==> src/hdl/serdes_cfg_consts.svh <==
// Constants for the channel serdes configuration register bank
`ifndef SERDES_CFG_CONSTS_SVH
`define SERDES_CFG_CONSTS_SVH
`define DEVAD_VS    5'h1E
`define REG_CTRL    16'h0001
`define REG_PLL     16'h0002
`define CTRL_RESET  16'h0B00
`define CTRL_WMASK  16'hFF03
`define PLL_RESET   16'h831D
`define B_SLEEP     15
`define B_RX11      13
`define B_TX11      12
`define B_PCS       11
`define B_SOFT      10
`define B_SPLIT     9
`define B_MERGE     8
`define B_HSREF     1
`define B_LSALT     0
`define F_BW        9:8
`define B_VCO       6
`define B_PLLON     4
`define F_FACT      3:0
`define PRE_ONES    6'h20
`define HDR_LAST    4'hB
`define DATA_LAST   4'hF
`define OP45_ADDR   2'h0
`define OP45_WR     2'h1
`define OP45_RDINC  2'h2
`define OP22_WR     2'h1
`define OP22_RD     2'h2
// Multiplier times four per code, code 0 in the low byte; zero marks reserved
`define PLL_X4_TABLE 128'h00_64_50_42_40_3C_32_30_28_21_20_18_14_10_00_00
`endif

==> src/hdl/serdes_cfg_pkg.sv <==
// Types shared by the channel serdes configuration modules
package serdes_cfg_pkg;
  typedef enum logic [1:0] {BW_MEDIUM, BW_LOW, BW_HIGH, BW_ULTRA} pll_bw_e;
  typedef enum logic [1:0] {RATIO_1, RATIO_2, RATIO_4} lane_ratio_e;
  typedef enum logic [2:0] {ST_PRE, ST_CLAUSE, ST_HDR, ST_TA, ST_DATA} mdio_state_e;
endpackage

==> src/hdl/mgmt_reg_if.sv <==
// Register access path between the management frame engine and the bank
`timescale 1ns/1ps
interface mgmt_reg_if;
  logic        wr_en;
  logic [15:0] addr;
  logic [15:0] wdata;
  logic [15:0] rdata;
  modport frame (output wr_en, addr, wdata, input rdata);
  modport bank  (input wr_en, addr, wdata, output rdata);
endinterface

==> src/hdl/pll_factor_decode.sv <==
// Decode of the high-side PLL multiplier code into a factor times four
`timescale 1ns/1ps
`include "serdes_cfg_consts.svh"
module pll_factor_decode (
  input  wire logic [3:0] code_in,
  output logic      [7:0] factor_x4_out,
  output logic            reserved_out
);
  import serdes_cfg_pkg::*;

  // Quarter steps keep 8.25x and 16.5x exact
  function automatic logic [7:0] factor_x4(input logic [3:0] code);
    logic [127:0] table_bits;
    table_bits = `PLL_X4_TABLE;
    factor_x4 = table_bits[{code, 3'h0} +: 8];
  endfunction

  // Reserved codes carry a zero entry
  assign factor_x4_out = factor_x4(code_in);
  assign reserved_out  = (factor_x4_out == 8'h00);
endmodule

==> src/hdl/mdio_frame_slave.sv <==
// Management frame engine for Clause 22 and Clause 45 frames
`timescale 1ns/1ps
`include "serdes_cfg_consts.svh"
module mdio_frame_slave (
  input  wire logic       clk_in,
  input  wire logic       reset_in,
  input  wire logic       mdc_in,
  input  wire logic       mdio_in,
  input  wire logic [4:0] port_addr_in,
  output logic            mdio_out,
  output logic            mdio_oe_out,
  mgmt_reg_if.frame       reg_port
);
  import serdes_cfg_pkg::*;

  logic [1:0]  mdc_sync;
  logic [1:0]  dat_sync;
  logic [4:0]  pa_s1;
  logic [4:0]  pa_s2;
  logic        mdc_prev;
  mdio_state_e state;
  logic [5:0]  ones;
  logic [3:0]  cnt;
  logic [11:0] hdr;
  logic [15:0] shreg;
  logic        c45;
  logic        match;

  // Decode of the bit stream and the header fields
  wire         mdc_rise  = mdc_sync[1] & ~mdc_prev;
  wire         bit_in    = dat_sync[1];
  wire  [11:0] hdr_next  = {hdr[10:0], bit_in};
  wire  [1:0]  op        = hdr[11:10];
  wire         hdr_match = (hdr_next[9:5] == pa_s2) && (!c45 || hdr_next[4:0] == `DEVAD_VS);
  wire         is_read   = c45 ? op[1] : (op == `OP22_RD);
  wire         is_write  = c45 ? (op == `OP45_WR) : (op == `OP22_WR);
  wire  [15:0] data_in   = {shreg[14:0], bit_in};
  wire         frame_end = mdc_rise && state == ST_DATA && cnt == `DATA_LAST;

  // Pins cross two flops; MDC is slow, so edges are seen a few clocks late
  always_ff @(posedge clk_in or posedge reset_in)
    if (reset_in)
    begin
      mdc_sync <= 2'h0;
      dat_sync <= 2'h3;
      pa_s1    <= 5'h00;
      pa_s2    <= 5'h00;
      mdc_prev <= 1'b0;
    end
    else
    begin
      mdc_sync <= {mdc_sync[0], mdc_in};
      dat_sync <= {dat_sync[0], mdio_in};
      pa_s1    <= port_addr_in;
      pa_s2    <= pa_s1;
      mdc_prev <= mdc_sync[1];
    end

  // Write strobe lasts one clock after the last data bit
  always_ff @(posedge clk_in or posedge reset_in)
    if (reset_in)
      reg_port.wr_en <= 1'b0;
    else
      reg_port.wr_en <= frame_end && match && is_write;

  // Frame sequencer; a frame for another port or device is ignored whole
  always_ff @(posedge clk_in or posedge reset_in)
    if (reset_in)
    begin
      state          <= ST_PRE;
      ones           <= 6'h00;
      cnt            <= 4'h0;
      hdr            <= 12'h000;
      shreg          <= 16'h0000;
      c45            <= 1'b0;
      match          <= 1'b0;
      mdio_out       <= 1'b1;
      mdio_oe_out    <= 1'b0;
      reg_port.addr  <= 16'h0000;
      reg_port.wdata <= 16'h0000;
    end
    else if (mdc_rise)
      unique case (state)
        ST_PRE:
        begin
          ones <= !bit_in ? 6'h00 : (ones == `PRE_ONES) ? ones : ones + 6'h01;
          if (!bit_in && ones == `PRE_ONES)
            state <= ST_CLAUSE;
        end
        ST_CLAUSE:
        begin
          c45   <= ~bit_in;
          cnt   <= 4'h0;
          state <= ST_HDR;
        end
        ST_HDR:
        begin
          hdr <= hdr_next;
          cnt <= cnt + 4'h1;
          if (cnt == `HDR_LAST)
          begin
            state <= ST_TA;
            cnt   <= 4'h0;
            match <= hdr_match;
            if (hdr_match && !c45)
              reg_port.addr <= {11'h000, hdr_next[4:0]};
          end
        end
        ST_TA:
        begin
          cnt <= cnt + 4'h1;
          if (cnt == 4'h0)
          begin
            shreg <= reg_port.rdata;
            if (match && is_read)
            begin
              mdio_oe_out <= 1'b1;
              mdio_out    <= 1'b0;
            end
          end
          else
          begin
            state    <= ST_DATA;
            cnt      <= 4'h0;
            mdio_out <= shreg[15];
            shreg    <= data_in;
          end
        end
        ST_DATA:
        begin
          cnt      <= cnt + 4'h1;
          shreg    <= data_in;
          mdio_out <= shreg[15];
          if (cnt == `DATA_LAST)
          begin
            state          <= ST_PRE;
            ones           <= 6'h00;
            mdio_oe_out    <= 1'b0;
            mdio_out       <= 1'b1;
            reg_port.wdata <= data_in;
            if (match && c45 && op == `OP45_ADDR)
              reg_port.addr <= data_in;
            if (match && c45 && op == `OP45_RDINC)
              reg_port.addr <= reg_port.addr + 16'h0001;
          end
        end
        default:
          state <= ST_PRE;
      endcase
endmodule

==> src/hdl/channel_serdes_config_regs.sv <==
// Per-channel mode, lane ratio, reference clock and PLL configuration bank
//
// Summary of operation
// Clause 45 manual: PCS choice picks KR/KX
// Soft speed bit forces 10G; else AN/KX
// Receive split ratio: 0 is 1:2, 1 is 1:4
// Transmit merge ratio: 0 is 2:1, 1 is 4:1
// One-to-one bits override the lane ratios
// High-side reference: input zero or one
// Low-side reference: same as high or other
// PLL bandwidth: medium, low, high, ultra
// VCO band bit: upper or lower range
// Host sets low band below 2.5 GHz
// PLL enable gated by sleep pin, bit
// PLL factor code table, reserved codes flagged
// Sleep bit stops data path, not management
// Host keeps reserved fields by read-modify-write
`timescale 1ns/1ps
`include "serdes_cfg_consts.svh"
module channel_serdes_config_regs (
  input  wire logic                   ref_clk_in,
  input  wire logic                   reset_in,
  input  wire logic                   mdc_in,
  input  wire logic                   mdio_in,
  input  wire logic [4:0]             port_addr_in,
  input  wire logic                   mode_strap_in,
  input  wire logic                   clause45_strap_in,
  input  wire logic                   autoneg_on_in,
  input  wire logic                   autoneg_10g_in,
  input  wire logic                   channel_sleep_pin_n_in,
  output logic                        mdio_out,
  output logic                        mdio_oe_out,
  output logic                        speed_10g_out,
  output serdes_cfg_pkg::lane_ratio_e rx_ratio_out,
  output serdes_cfg_pkg::lane_ratio_e tx_ratio_out,
  output logic                        hs_ref_sel_out,
  output logic                        ls_ref_sel_out,
  output serdes_cfg_pkg::pll_bw_e     hs_pll_bw_out,
  output logic                        hs_vco_low_band_out,
  output logic                        hs_pll_enable_out,
  output logic [7:0]                  hs_pll_factor_x4_out,
  output logic                        hs_pll_factor_bad_out,
  output logic                        datapath_sleep_out
);
  import serdes_cfg_pkg::*;

  mgmt_reg_if  bus ();
  logic [15:0] ctrl;
  logic [15:0] pll;
  logic [4:0]  strap_s1;
  logic [4:0]  strap_s2;
  logic [7:0]  factor_x4;
  logic        factor_bad;

  // Management frames keep working whatever the sleep state is
  mdio_frame_slave u_mdio (
    .clk_in       (ref_clk_in),
    .reset_in     (reset_in),
    .mdc_in       (mdc_in),
    .mdio_in      (mdio_in),
    .port_addr_in (port_addr_in),
    .mdio_out     (mdio_out),
    .mdio_oe_out  (mdio_oe_out),
    .reg_port     (bus.frame)
  );

  // Multiplier code lookup
  pll_factor_decode u_fact (
    .code_in       (pll[`F_FACT]),
    .factor_x4_out (factor_x4),
    .reserved_out  (factor_bad)
  );

  // Strap and sleep pins come from outside the clock domain
  always_ff @(posedge ref_clk_in or posedge reset_in)
    if (reset_in)
    begin
      strap_s1 <= 5'h01;
      strap_s2 <= 5'h01;
    end
    else
    begin
      strap_s1 <= {mode_strap_in, clause45_strap_in, autoneg_on_in,
                   autoneg_10g_in, channel_sleep_pin_n_in};
      strap_s2 <= strap_s1;
    end

  // Named views of the synchronised pins
  wire st_mode   = strap_s2[4];
  wire st_c45    = strap_s2[3];
  wire st_an     = strap_s2[2];
  wire st_an_10g = strap_s2[1];
  wire sleep_n   = strap_s2[0];

  // Named fields of the two registers
  wire channel_sleep_bit    = ctrl[`B_SLEEP];
  wire rx_one_to_one        = ctrl[`B_RX11];
  wire tx_one_to_one        = ctrl[`B_TX11];
  wire backplane_pcs_choice = ctrl[`B_PCS];
  wire soft_speed_choice    = ctrl[`B_SOFT];
  wire rx_lane_split_ratio  = ctrl[`B_SPLIT];
  wire tx_lane_merge_ratio  = ctrl[`B_MERGE];
  wire hs_ref_input_choice  = ctrl[`B_HSREF];
  wire low_side_clock_alt   = ctrl[`B_LSALT];
  wire hs_vco_low_band      = pll[`B_VCO];
  wire hs_pll_on            = pll[`B_PLLON];

  // Register decode; unmapped offsets read as zero
  wire ctrl_hit = (bus.addr == `REG_CTRL);
  wire pll_hit  = (bus.addr == `REG_PLL);
  assign bus.rdata = ctrl_hit ? ctrl : pll_hit ? pll : 16'h0000;

  // Control register; bits 7:2 hold zero and read back zero
  always_ff @(posedge ref_clk_in or posedge reset_in)
    if (reset_in)
      ctrl <= `CTRL_RESET;
    else if (bus.wr_en && ctrl_hit)
      ctrl <= bus.wdata & `CTRL_WMASK;

  // PLL register; reserved bits store whatever the host writes back
  always_ff @(posedge ref_clk_in or posedge reset_in)
    if (reset_in)
      pll <= `PLL_RESET;
    else if (bus.wr_en && pll_hit)
      pll <= bus.wdata;

  // Device speed: strap high is taken as hardware 10G selection
  wire manual_kr   = backplane_pcs_choice;
  wire auto_speed  = st_an ? st_an_10g : manual_kr;
  wire soft_speed  = soft_speed_choice ? 1'b1 :
                     st_c45 ? auto_speed : 1'b0;
  wire next_speed  = st_mode ? 1'b1 : soft_speed;

  // Lane ratios apply only in 10G; other modes report one-to-one
  wire lane_ratio_e split_ratio = rx_lane_split_ratio ? RATIO_4 : RATIO_2;
  wire lane_ratio_e merge_ratio = tx_lane_merge_ratio ? RATIO_4 : RATIO_2;
  wire lane_ratio_e next_rx = (!next_speed || rx_one_to_one) ? RATIO_1 : split_ratio;
  wire lane_ratio_e next_tx = (!next_speed || tx_one_to_one) ? RATIO_1 : merge_ratio;

  // Reference clock routing; the low side follows or swaps the high side
  wire next_hs_ref = hs_ref_input_choice;
  wire next_ls_ref = hs_ref_input_choice ^ low_side_clock_alt;

  // Sleep from either source stops the data path and the PLL
  wire next_sleep   = channel_sleep_bit | ~sleep_n;
  wire next_pll_en  = hs_pll_on & ~next_sleep;

  // All outputs are registered so the analog side sees clean levels
  always_ff @(posedge ref_clk_in or posedge reset_in)
    if (reset_in)
    begin
      speed_10g_out         <= 1'b0;
      rx_ratio_out          <= RATIO_1;
      tx_ratio_out          <= RATIO_1;
      hs_ref_sel_out        <= 1'b0;
      ls_ref_sel_out        <= 1'b0;
      hs_pll_bw_out         <= BW_MEDIUM;
      hs_vco_low_band_out   <= 1'b0;
      hs_pll_enable_out     <= 1'b0;
      hs_pll_factor_x4_out  <= 8'h00;
      hs_pll_factor_bad_out <= 1'b0;
      datapath_sleep_out    <= 1'b1;
    end
    else
    begin
      speed_10g_out         <= next_speed;
      rx_ratio_out          <= next_rx;
      tx_ratio_out          <= next_tx;
      hs_ref_sel_out        <= next_hs_ref;
      ls_ref_sel_out        <= next_ls_ref;
      hs_pll_bw_out         <= pll_bw_e'(pll[`F_BW]);
      hs_vco_low_band_out   <= hs_vco_low_band;
      hs_pll_enable_out     <= next_pll_en;
      hs_pll_factor_x4_out  <= factor_x4;
      hs_pll_factor_bad_out <= factor_bad;
      datapath_sleep_out    <= next_sleep;
    end
endmodule

==> config.mk <==
export PLATFORM = sky130hd
export DESIGN_NAME = channel_serdes_config_regs
export DESIGN_NICKNAME = d
export VERILOG_FILES = /design/src/hdl/serdes_cfg_pkg.sv /design/src/hdl/mgmt_reg_if.sv /design/src/hdl/pll_factor_decode.sv /design/src/hdl/mdio_frame_slave.sv /design/src/hdl/channel_serdes_config_regs.sv
export VERILOG_INCLUDE_DIRS = /design/src /design/src/hdl
export SDC_FILE = /design/constraint.sdc
export NUM_CORES = 1
export LEC_CHECK = 0
export BUFFER_PORTS_ARGS = -buffer_cell sky130_fd_sc_hd__buf_2
export CAP_MARGIN = 20
export CORE_MARGIN = 5
export CORE_UTILIZATION = 55
export DETAILED_ROUTE_END_ITERATION = 16
export MAX_ROUTING_LAYER = met4
export PLACE_DENSITY = 0.74
export SYNTH_ARGS = -nofsm -noshare
export SYNTH_HDL_FRONTEND = slang
export SYNTH_SLANG_ARGS = --single-unit
==> constraint.sdc <==
create_clock -name ref_clk_in -period 4.4 [get_ports ref_clk_in]
set_input_delay 0.44 -clock ref_clk_in [delete_from_list [all_inputs] [get_ports ref_clk_in]]
set_output_delay 0.44 -clock ref_clk_in [all_outputs]
set_load 0.005 [all_outputs]
# ---- After elaboration in Yosys (flattened, before gate mapping)
# Index checks and enable logic that the tools add are counted.
dict set report word_totals {
  regBits 150
  in_bits 14
  out_inout_bits 23
  elab_cells 144
}
dict set report op_classes {
  addsub 3
  n_eq_ne 23
  n_shift 1
  muxes 39
  n_bitwise 8
  reduce_logical 38
}
# op count
set op_table {}
lappend op_table {{2-to-1 mux 16 bit} 8}
lappend op_table {{indexed part select 128 x 8 -> 8 bit (first input constant)} 1}
lappend op_table {{one-hot mux 16 bit (2 select lines)} 2}
lappend op_table {{2-to-1 mux 6 bit} 3}
lappend op_table {{adder 16 x 1 -> 16 bit (second input constant)} 1}
lappend op_table {{== test 16 x 1 -> 1 bit (second input constant)} 1}
lappend op_table {{== test 16 x 2 -> 1 bit (second input constant)} 1}
lappend op_table {{one-hot mux 4 bit (4 select lines)} 1}
lappend op_table {{one-hot mux 3 bit (5 select lines)} 1}
lappend op_table {{logical AND 1 bit} 13}
lappend op_table {{2-to-1 mux 3 bit} 4}
lappend op_table {{one-hot mux 6 bit (2 select lines)} 1}
lappend op_table {{2-to-1 mux 1 bit} 11}
lappend op_table {{inequality test 2 x 1 -> 1 bit (second input constant)} 5}
lappend op_table {{AND reduction 5 bit} 2}
lappend op_table {{inequality test 3 bit (second input constant)} 3}
lappend op_table {{AND reduction 3 bit} 3}
lappend op_table {{== test 4 bit (second input constant)} 2}
lappend op_table {{zero test 8 bit} 1}
lappend op_table {{2-to-1 mux 2 bit} 4}
lappend op_table {{2-to-1 mux 4 bit} 2}
lappend op_table {{AND reduction 2 bit} 4}
lappend op_table {{adder 6 x 1 -> 6 bit (second input constant)} 1}
lappend op_table {{== test 3 x 2 -> 1 bit (second input constant)} 2}
lappend op_table {{23 further kinds} 35}

# ---- Longest topological paths before layout
# Gate-level depths: netlist of run 1.
dict set report logic_depth {
  word_depth 7
  mapped_depth 8
  ltp_nobuf 7
}

# ---- Hierarchy
# A second synthesis of run 1 with hierarchy kept.
dict set report unflattened {
  cells_unflattened 571
  hier_area_um2 6850.3
}
# mod instances cells_per_inst area_per_inst_um2 seq_area_each_um2
set by_module_without_submodules {}
lappend by_module_without_submodules {mdio_frame_slave 1 407 4430.5 2331.0}
lappend by_module_without_submodules {channel_serdes_config_regs 1 123 2083.2 1442.6}
lappend by_module_without_submodules {pll_factor_decode 1 41 336.6 0.0}

# ---- Worst setup path before layout of run 1
# OpenSTA, ideal clock, no wires.
dict set report synth_timing {
  path_kind {register to register}
  start {register u_mdio.state[0]}
  end {register u_mdio.reg_port.addr[0]}
  setup_time_ns 0.124
  t_arrival_ns 1.820
  required_ns 4.276
  slack_ns 2.456
  stages_incl_launch_ff 8
  path_buffers 2
  synth_period_minus_slack_ns 1.944
  path_cell_list {dfrtp_1 > buf_6 > or3b_4 > nor3_4 > a31oi_2 > or2_1 > buf_2 > a211o_1}
}
dict set report synth_via {
  elab_chain_len 3
}
# element line
set synth_rtl {}
lappend synth_rtl {{from (decl)} mdio_frame_slave.sv:21} ;# mdio_state_e state;
lappend synth_rtl {{from (signal assigned)} mdio_frame_slave.sv:70} ;# state <= ST_PRE;
lappend synth_rtl {{from (signal assigned)} mdio_frame_slave.sv:88} ;# state <= ST_CLAUSE;
lappend synth_rtl {{from (signal assigned)} mdio_frame_slave.sv:94} ;# state <= ST_HDR;
lappend synth_rtl {{== test 3 bit or == test 3 x 2 -> 1 bit (tied branches)} mdio_frame_slave.sv:83} ;# unique case (state)
lappend synth_rtl {{inequality test 3 bit (no line) (tied with other cells)} --}
lappend synth_rtl {{AND reduction 6 bit (no line)} --}
lappend synth_rtl {{to (signal assigned)} mdio_frame_slave.sv:106} ;# reg_port.addr <= {11'h000, hdr_next[4:0]};
lappend synth_rtl {{to (signal assigned)} mdio_frame_slave.sv:142} ;# reg_port.addr <= data_in;
lappend synth_rtl {{to (signal assigned)} mdio_frame_slave.sv:144} ;# reg_port.addr <= reg_port.addr + 16'h0001;
lappend synth_rtl {{to (decl)} mgmt_reg_if.sv:8} ;# modport frame (output wr_en, addr, wdata, input rdata);
# Parallel ways exist; a longest one is shown, timed or not.
# A chain may end at the register's enable or synchronous reset.

# ---- Final worst setup path of run 1
dict set report layout_timing {
  start {register u_mdio.state[2]}
  end {register u_mdio.reg_port.addr[4]}
}
# The elaborated chain is that of the path after synthesis.

==> metrics, run 1 <==
outcome complete, no violations; Post-Syn Instances 577; CP startpoint kind flop; antenna-violating nets left 0; top cell types by occurrence after synthesis dfrtp_1 (133), mux2_2 (60), nor2_1 (53); fraction of synthesized cell area taken by the top area cell type 0.502; residual DRC count 0; Crit path required time 4.69 ns; crit path max fanout 21; GRT Residual Overflow 0; Post-Synthesis Net Count 603; part of the total power dissipated in the clock network 0.495; register clock-pin slew on the reported worst setup and hold paths 0.06 ns; logic gate share of total power 0.020; Final Slew Violations 0; R2R setup slack 1.73 ns; count of buffers inserted at the top-level ports 35; worst-case headroom to the max-slew limit 0.290; measured slew at the worst slew-check pin 1.06 ns; clk_skew 0.0135 ns; most instantiated flip-flop cell in the synthesis netlist dfrtp_1; Net count, final 633; via count of the first global-routing pass 4,590; worst-case setup margin in the final layout 1.73 ns; y dimension of the die 120 um; clock latency of the later-clocked register in the worst-skew pair 0.43 ns; core footprint 11,900 um^2; initial core utilization 0.557; FF+latch count, synth 149; root buffer selected by CTS clkbuf_16; period utilisation layout 0.607; average wire per standard cell 18.5 um; most frequent cell after synthesis dfrtp_1; maximum root-to-sink buffer count 2; antenna cell count 0; fraction of the yosys area taken by sequential cells 0.565; category of the most critical setup path reg2reg; sw power 0.000617 W; # setup viols final 0; routability-driven placement congestion ratio 0.904; Iteration-0 DRC Markers 450; Crit path arrival time 2.96 ns; # Post-CTS Setup Buffers 0; Worst Hold Slack 0.114 ns; switching part of the total power 0.213; number of buffers added to fix hold violations after cts 0; Max stage delay on crit path 0.87 ns; sum of negative setup slack 0 ns; cell family with most CP delay compound AO/OA/AOI/OAI gates; ratio of cells with drive above 1 in the final layout 0.252; Synth cell types 61; number of buffers inserted during clock tree synthesis 17; cell type with the highest aggregate area in the netlist dfrtp_1; FP Rows 40; power per cell area 387 nW/um^2; top cells by area in the synthesized netlist dfrtp_1 (50%), mux2_2 (10%), dfstp_2 (6.3%); initial antenna violation count 0; placed wire-length estimate after detailed placement 9490 um; sequential power share 0.484; Die Width 120 um; detailed-route via count 4,673; timing-limited maximum frequency 374 MHz; worst-path cell with the longest stage delay o21ai_1; min cycle time layout 2.67 ns; detail-routed via count per cell 6.09; first-pass iteration count of the detailed router 5; fraction of registers with async set/reset 1.00; clock tree from TritonCTS built; post-place setup slack 1.78 ns; # IOs 37; Max IR drop VDD 0.000292 V; EDFF count, synth 0; critical path endpoint category flop; overall die area 14,400 um^2; mapped cell area 6630 um^2; number of gates resized after cts 0; Area growth syn-to-layout 12.6%; internal power summed over all cells 0.00228 W; final hold violation count 0; Synth Warn # 0; global-route total usage across every layer 0.213; clock sink count 149; wire length of the first global-routing pass 23,400 um; worst-path cell chain or3b_4 > o21ai_1 > or2_1 > o21ai_0; leak pwr 3.47 nW; Routed WL 14,200 um; maximum number of pins on one net before global-route repair 110; worst path buffer plus inverter count 0; classification of the worst-slack hold path in2reg; reported max-cap violation count 0; Post-Synthesis Mean Instance Area 11.5 um^2; number of H-tree branching levels 4; setup repair after global routing missed its margin no
## layout by cell type (no fill, tap or decap), drive strengths merged, types with 3 or more instances in the layout
master,instances
dfstp,16
nor3b,7
and3,5
a31oi,4
or4,3
nor3,14
nand2,31
a21oi,25
a221oi,16
nand2b,4
mux2,60
dfrtp,133
nor2,53
ha,12
buf,38
o21ai,31
nand3,26
or2,4
a22oi,5
o31ai,13
nand3b,4
clkinvlp,5
nand4,7
inv,21
mux2i,4
a21o,3
clkbuf,22
xor2,8
nor4,13
## power groups by stage
stage,clock [W],sequential (W),combinational [W]
final,0.00143,0.00140,0.0000588
after global routing,0.00152,0.00140,0.0000698
after CTS,0.00145,0.00140,0.0000614
after detailed placement,0,0.00143,0.0000613
after global placement,0,0.00142,0.0000602
after floorplan,0,0.00142,0.0000412
## kinds of logic after synthesis
logic type | synth area share
AO/OA/AOI/OAI | 0.114
multiplexers | 0.108
other | 0.000565
adder cells (fa/ha/maj) | 0.0226
AND/OR/NAND/NOR | 0.146
XOR/XNOR | 0.0119
flip-flops | 0.565
buffers and inverters | 0.0326
## layer usage
layer	vias up	track usage	wire length (um)
met4	0	0.100	471
li1	2168	-	-
met3	26	0.0622	977
met1	2296	0.270	6050
met2	183	0.319	6680
met5	-	-	0
## registers in the layout, indices dropped and copies added (netlist names), 2 cells and up
signal / cells
u_mdio.pa_s1: 5
u_mdio.cnt: 4
u_mdio.dat_sync: 2
u_mdio.pa_s2: 5
strap_s1: 5
hs_pll_factor_x4_out: 7
u_mdio.mdc_sync: 2
u_mdio.reg_port.wdata: 16
u_mdio.hdr: 12
ctrl: 10
hs_pll_bw_out: 2
strap_s2: 5
u_mdio.shreg: 16
rx_ratio_out: 2
u_mdio.ones: 6
u_mdio.reg_port.addr: 16
pll: 16
tx_ratio_out: 2
u_mdio.state: 3
## worst paths after layout
path                                             start                                   to  cells past startpoint
setup / recovery           u_mdio.state[2]$_DFFE_PP0P_  u_mdio.reg_port.addr[4]$_DFFE_PP0P_                      4
hold / removal                                 mdio_in         u_mdio.dat_sync[0]$_DFF_PP1_                      1
setup reg to reg           u_mdio.state[2]$_DFFE_PP0P_  u_mdio.reg_port.addr[4]$_DFFE_PP0P_                      4
hold reg to reg                  strap_s1[1]$_DFF_PP0_                strap_s2[1]$_DFF_PP0_                      0
max in group asynchronous                     reset_in    hs_pll_factor_x4_out[5]$_DFF_PP0_                      3
min in group asynchronous                     reset_in            u_mdio.cnt[3]$_DFFE_PP0P_                      2
## area by class of cell
class / count / area (um^2)
Fill cell: 963 / 4440
Sequential cell: 149 / 3750
Multi-Input combinational cell: 382 / 2670
Clock buffer: 22 / 464
Timing Repair Buffer: 38 / 210
Tap cell: 147 / 184
Clock inverter: 10 / 121
Inverter: 19 / 75.1
## through the flow
step	total power [W]	util	instance area, um^2	cells
after global routing	0.00299	0.627	7470	767
after CTS	0.00291	0.627	7460	766
final	0.00289	0.627	7470	767
after detailed placement	0.00149	0.578	6880	734
after global placement	0.00148	0.578	6880	734
after floorplan	0.00146	-	6640	577
(Power assumes the default switching activity.)
==> inputs of run 2 (changes only) <==
--- a/config.mk
+++ b/config.mk
@@ -6,6 +6,7 @@
 export SDC_FILE = /design/constraint.sdc
 export NUM_CORES = 1
 export LEC_CHECK = 0
+export ABC_AREA = 1
 export BUFFER_PORTS_ARGS = -buffer_cell sky130_fd_sc_hd__buf_2
 export CAP_MARGIN = 20
 export CORE_MARGIN = 5
==> constraint.sdc (replaced) <==
create_clock -name ref_clk_in -period 2.44 [get_ports ref_clk_in]
set_input_delay 0.244 -clock ref_clk_in [delete_from_list [all_inputs] [get_ports ref_clk_in]]
set_output_delay 0.244 -clock ref_clk_in [all_outputs]
set_load 0.005 [all_outputs]
==> run 2 against run 1 <==
Sequential power grew 80%. Count of clock-buffer cells in the layout decreased by 1. Highest routed layer unchanged. Register-to-register slack worse by 1.2 ns. Hold slack better by 0.23 ns. Via count up 19%. Combinational power rose by 130%.
==> metrics, run 2 <==
worst-path cell chain inv_1 > ha_1 > nand3_1 > nor2_8 > nand3_4 > inv_2 > nand2_1 > a21oi_1; worst-case setup margin in the final layout 0.514 ns; Routed WL 14,700 um; y dimension of the die 123 um; min cycle time layout 1.93 ns; critical path endpoint category flop; routability-driven placement congestion ratio 0.913; leak pwr 3.81 nW; Area growth syn-to-layout 16.4%; ratio of cells with drive above 1 in the final layout 0.130; Post-Syn Instances 857; root buffer selected by CTS clkbuf_16; number of buffers inserted during clock tree synthesis 17; FF+latch count, synth 149; maximum root-to-sink buffer count 2; average wire per standard cell 13.4 um; number of H-tree branching levels 4; fraction of registers with async set/reset 1.00; maximum number of pins on one net before global-route repair 76; outcome complete, no violations; register clock-pin slew on the reported worst setup and hold paths 0.06 ns; clock sink count 149; Synth Warn # 0; crit path max fanout 27; met2 GRT Util 0.358; cell type with the highest aggregate area in the netlist dfrtp_1; measured slew at the worst slew-check pin 0.586 ns; CP startpoint kind flop; Final Instance Count excl. Fillers 1,096; number of gates resized after cts 0; period utilisation layout 0.789; most frequent standard cell in the layout excluding fill and tap cells nand2_1; sum of negative setup slack 0 ns; clock tree from TritonCTS built; Max IR drop VDD 0.000590 V; Crit path required time 2.79 ns; Die Width 123 um; worst path buffer plus inverter count 2; wire length of the first global-routing pass 25,600 um; detailed-route via count 5,554; top cell types by occurrence after synthesis nand2_1 (202), dfrtp_1 (133), nor2_1 (111); count of buffers inserted at the top-level ports 35; Net count, final 937; global-route total usage across every layer 0.224; highest-utilization routing layer at the global route stage met2; cell depth of the worst min-delay path 0; reported max-cap violation count 0; first-pass iteration count of the detailed router 5; classification of the worst-slack hold path reg2reg; top cells by area in the synthesized netlist dfrtp_1 (48%), nand2_1 (11%), o21ai_0 (6.4%); EDFF count, synth 0; mapped cell area 7000 um^2; total power consumption of the routed design 0.00555 W; clk_skew 0.00672 ns; fraction of synthesized cell area taken by the top area cell type 0.475; antenna cell count 0; antenna-violating nets left 0; top library cells by usage in the layout, fill and taps aside nand2_1 (202), dfrtp_1 (133), nor2_1 (111); core footprint 12,600 um^2; crit path from u_mdio.cnt[0]$_DFFE_PP0P_; via count of the first global-routing pass 5,345; GRT Residual Overflow 0; worst-path cell with the longest stage delay nor2_8; post-place setup slack 0.525 ns; initial core utilization 0.557; Worst Hold Endpoint strap_s2[2]$_DFF_PP0_; count of placed standard cells including taps 1,051; # setup viols final 0; initial antenna violation count 0; residual DRC count 0; detail-routed via count per cell 5.07; power per cell area 681 nW/um^2; met1 Resource Use GR 0.287; number of filler cells placed in the layout 1,033; Synth cell types 37; overall die area 15,100 um^2; Iteration-0 DRC Markers 457; cell family with most CP delay simple AND/OR/NAND/NOR gates; Post-Synthesis Mean Instance Area 8.17 um^2; placed wire-length estimate after detailed placement 10,000 um; FP Rows 41; setup repair after global routing missed its margin no; fraction of the yosys area taken by sequential cells 0.535; R2R setup slack 0.51 ns; length in cells of the worst reg-to-reg path 8; Crit path arrival time 2.27 ns; Max stage delay on crit path 0.40 ns; category of the most critical setup path reg2reg; Reg2Reg Capture Point u_mdio.shreg[0]$_DFFE_PP0P_; clock latency of the later-clocked register in the worst-skew pair 0.43 ns; timing-limited maximum frequency 519 MHz; # IOs 37; Post-Synthesis Net Count 883; global-route met3 utilization 0.0447; most instantiated flip-flop cell in the synthesis netlist dfrtp_1; worst-case headroom to the max-slew limit 0.608; hold_sp strap_s1[2]$_DFF_PP0_; most frequent cell after synthesis nand2_1; Final Slew Violations 0; final hold violation count 0; beginning of the worst register-to-register path u_mdio.cnt[0]$_DFFE_PP0P_
-- run 2: cell count changes in the layout (fill, tap and decap cells not counted), sizes merged, moves of 16 or more --
cell,change
o21ai,+65
nand2,+179
nand3,+36
mux2,-60
a221oi,-16
nor2,+68
inv,+95
-- run 2: power breakdown --
group	internal, W	switching [W]	total, W
clock network	0.00187	0.00101	0.00289
logic	0.0000477	0.0000886	0.000136
registers	0.00251	0.0000151	0.00252
-- run 2: layout make-up --
type	instances	area (um^2)	area share
Inverter	116	444	0.0545
Tap cell	172	215	0.0264
Multi-Input combinational cell	569	2690	0.330
Sequential cell	149	3750	0.460
Timing Repair Buffer	58	393	0.0482
Clock buffer	21	460	0.0565
Clock inverter	11	198	0.0243
-- run 2: worst max-delay path by stage --
stage / slack, ns / to / depth (start not counted)
finish: 0.51 / u_mdio.shreg[0]$_DFFE_PP0P_ / 8
global route: 0.25 / u_mdio.shreg[15]$_DFFE_PP0P_ / 8
CTS: 0.51 / u_mdio.shreg[12]$_DFFE_PP0P_ / 8
detailed placement: 0.53 / u_mdio.shreg[12]$_DFFE_PP0P_ / 8
global placement: 0.57 / u_mdio.reg_port.addr[14]$_DFFE_PP0P_ / 9
floorplan: 0.33 / ctrl[0]$_DFFE_PP0P_ / 1
-- run 2: metrics by stage --
step | instance area, um^2 | utilization | hold WS, ns
floorplan | 7010 | - | 0.248
global placement | 7360 | 0.586 | 0.333
detailed placement | 7360 | 0.586 | 0.336
CTS | 8150 | 0.648 | 0.350
global route | 8150 | 0.648 | 0.353
finish | 8150 | 0.648 | 0.346
-- run 2: logic make-up after synthesis --
group	after synthesis	synth area share
simple gates	415	0.254
flops	149	0.535
buf+inv	139	0.0802
compound gates	134	0.0997
fa+ha+maj	12	0.0214
xor+xnor	7	0.00876
other cells	1	0.000536
-- run 2: routing by layer --
| layer | part of all wire | wire, um | vias up |
|---|---|---|---|
| li1 | - | - | 2816 |
| met1 | 0.44 | 6500 | 2596 |
| met2 | 0.50 | 7350 | 123 |
| met3 | 0.046 | 677 | 19 |
| met4 | 0.014 | 210 | 0 |
| met5 | 0 | 0 | - |
-- run 2: timing repair --
item,4_1_cts,5_1_grt
hold endpoints to repair,30,0
hold buffers,13,0
setup buffers,0,0
==> inputs of run 3 (changes only) <==
--- a/config.mk
+++ b/config.mk
@@ -6,14 +6,14 @@
 export SDC_FILE = /design/constraint.sdc
 export NUM_CORES = 1
 export LEC_CHECK = 0
-export ABC_AREA = 1
+export ABC_AREA = 0
 export BUFFER_PORTS_ARGS = -buffer_cell sky130_fd_sc_hd__buf_2
 export CAP_MARGIN = 20
 export CORE_MARGIN = 5
-export CORE_UTILIZATION = 55
+export CORE_UTILIZATION = 61
 export DETAILED_ROUTE_END_ITERATION = 16
 export MAX_ROUTING_LAYER = met4
-export PLACE_DENSITY = 0.74
+export PLACE_DENSITY = 0.78
 export SYNTH_ARGS = -nofsm -noshare
 export SYNTH_HDL_FRONTEND = slang
 export SYNTH_SLANG_ARGS = --single-unit
==> constraint.sdc (replaced) <==
create_clock -name ref_clk_in -period 1.82 [get_ports ref_clk_in]
set_input_delay 0.182 -clock ref_clk_in [delete_from_list [all_inputs] [get_ports ref_clk_in]]
set_output_delay 0.182 -clock ref_clk_in [all_outputs]
set_load 0.005 [all_outputs]
==> run 3 against run 2 <==
The run now ends with setup timing left. Sequential power up 35%. Global-route usage up 4.7 points. Combinational power rose by 42%. Highest routed layer unchanged.
==> metrics, run 3 (synthesis results as in run 1) <==
period utilisation layout 1.06; violated checks setup timing; power per cell area 843 nW/um^2; setup repair after global routing missed its margin yes; via count of the first global-routing pass 5,275; most frequent standard cell in the layout excluding fill and tap cells dfrtp_1; first-pass iteration count of the detailed router 5; clock tree from TritonCTS built; area of placed instances 7480 um^2; average wire per standard cell 19.2 um; core utilization of the finished layout 0.794; area of all placed cells without fillers 8530 um^2; R2R setup slack -0.12 ns; antenna cell count 0; number of H-tree branching levels 4; Max IR drop VDD 0.000775 V; initial antenna violation count 0; top library cells by usage in the layout, fill and taps aside dfrtp_1 (133), buf_4 (77), mux2_2 (60); timing-limited maximum frequency 516 MHz; multi-input combinational cell area 2910 um^2; root buffer selected by CTS clkbuf_8; number of filler cells placed in the layout 654; worst-case headroom to the max-slew limit 0.579; critical path endpoint category flop; reported max-cap violation count 0; global-route total usage across every layer 0.271; y dimension of the die 114 um; CP startpoint kind flop; maximum root-to-sink buffer count 2; sequential cell area 3750 um^2; GRT Residual Overflow 0; overall die area 13,100 um^2; # setup viols final 23; FP Rows 38; Top cell by count, worst path buf_6; worst-case setup margin in the final layout -0.116 ns; Max stage delay on crit path 0.41 ns; Area growth syn-to-layout 28.6%; outcome finished, violations left; # IOs 37; residual DRC count 0; Crit path arrival time 2.39 ns; initial core utilization 0.617; antenna-violating nets left 0; count of buffers inserted at the top-level ports 35; worst-path cell with the longest stage delay dfrtp_1; Iteration-0 DRC Markers 470; routability-driven placement congestion ratio 0.961; ratio of cells with drive above 1 in the final layout 0.387; category of the most critical setup path reg2reg; core footprint 10,700 um^2; Final Slew Violations 0; classification of the worst-slack hold path in2async; clk_skew 0.00988 ns; clock sink count 149; register clock-pin slew on the reported worst setup and hold paths 0.06 ns; Routed WL 16,400 um; Die Width 114 um; worst-path cell chain inv_2 > ha_4 > nor3b_4 > buf_6 > nand2_8 > nor4_4 > buf_6 > a221oi_2 > a21oi_1; final hold violation count 0; maximum number of pins on one net before global-route repair 66; placed wire-length estimate after detailed placement 10,700 um; min cycle time layout 1.94 ns; wire length of the first global-routing pass 26,500 um; crit path max fanout 6; detail-routed via count per cell 5.97; detailed-route via count 5,109; leak pwr 4.07 nW; Net count, final 729; total power consumption of the routed design 0.00719 W; measured slew at the worst slew-check pin 0.628 ns; clock latency of the later-clocked register in the worst-skew pair 0.54 ns; number of buffers inserted during clock tree synthesis 17; Crit path required time 2.28 ns
run 3: changes by cell type in the layout (fill, tap and decap cells not counted), moves of 35 or more:
cell     before  now
mux2_2        0   60
o21ai_0      90   27
nand2_1     202   28
buf_4         9   77
nand3_1      60   25
inv_1       109   16
nor2_1      111   50
run 3: path summary, 6_finish.rpt:
| path | from | endpoint | cells past startpoint |
|---|---|---|---|
| setup / recovery | u_mdio.cnt[0]$_DFFE_PP0P_ | u_mdio.shreg[13]$_DFFE_PP0P_ | 9 |
| hold / removal | reset_in | u_mdio.ones[4]$_DFFE_PP0P_ | 3 |
| setup reg to reg | u_mdio.cnt[0]$_DFFE_PP0P_ | u_mdio.shreg[13]$_DFFE_PP0P_ | 9 |
| hold reg to reg | u_mdio.pa_s1[1]$_DFF_PP0_ | u_mdio.pa_s2[1]$_DFF_PP0_ | 0 |
| max in group asynchronous | reset_in | u_mdio.dat_sync[0]$_DFF_PP1_ | 4 |
| min in group ref_clk_in | mdio_in | u_mdio.dat_sync[0]$_DFF_PP1_ | 2 |
run 3: what timing repair did:
| item | in CTS | in global routing |
|---|---|---|
| hold buffers | 13 | 0 |
| cloned | 0 | 2 |
| endpoints found under the setup margin | 56 | 86 |
| buffers inserted | 3 | 4 |
| pin swaps | 7 | 17 |
| gates resized for setup | 13 | 39 |
| hold endpoints to repair | 146 | 0 |
run 3: layout make-up:
cell class | count | area share
clock buffer | 23 | 0.0536
tap | 140 | 0.0205
timing repair buffer | 134 | 0.119
clock inverter | 9 | 0.0178
inverter | 19 | 0.00880
sequential | 149 | 0.440
multi-input combinational | 382 | 0.341
run 3: layer usage:
| metal | share of wire | vias up | global-route usage |
|---|---|---|---|
| met5 | 0 | - | - |
| met4 | 0.026 | 0 | 0.109 |
| met3 | 0.049 | 42 | 0.0571 |
| met2 | 0.51 | 167 | 0.448 |
| met1 | 0.41 | 2545 | 0.325 |
| li1 | - | 2355 | - |
run 3: metrics by stage:
stage               setup slack, ns  hold slack [ns]  cells  setup TNS [ns]
floorplan                    -0.224            0.186    577          -30.42
global placement             -0.109            0.125    802          -0.539
detailed placement           -0.170            0.134    802           -3.22
CTS                         -0.0951            0.100    850          -0.929
global route                 -0.197            0.139    856           -7.42
finish                       -0.116            0.131    856           -1.31
run 3: worst max-delay path: cells and delay by family, from the launching register on:
family | cells | cell delay [ns]
AO/OA/AOI/OAI | 2 | 0.24
adder cells (fa/ha/maj) | 1 | 0.13
buffers and inverters | 3 | 0.45
flip-flops | 1 | 0.41
AND/OR/NAND/NOR | 3 | 0.62
run 3: power by group:
group          internal (W)  total [W]  switching [W]
logic             0.0000742   0.000193       0.000119
registers           0.00336    0.00339      0.0000288
clock network       0.00230    0.00360        0.00131
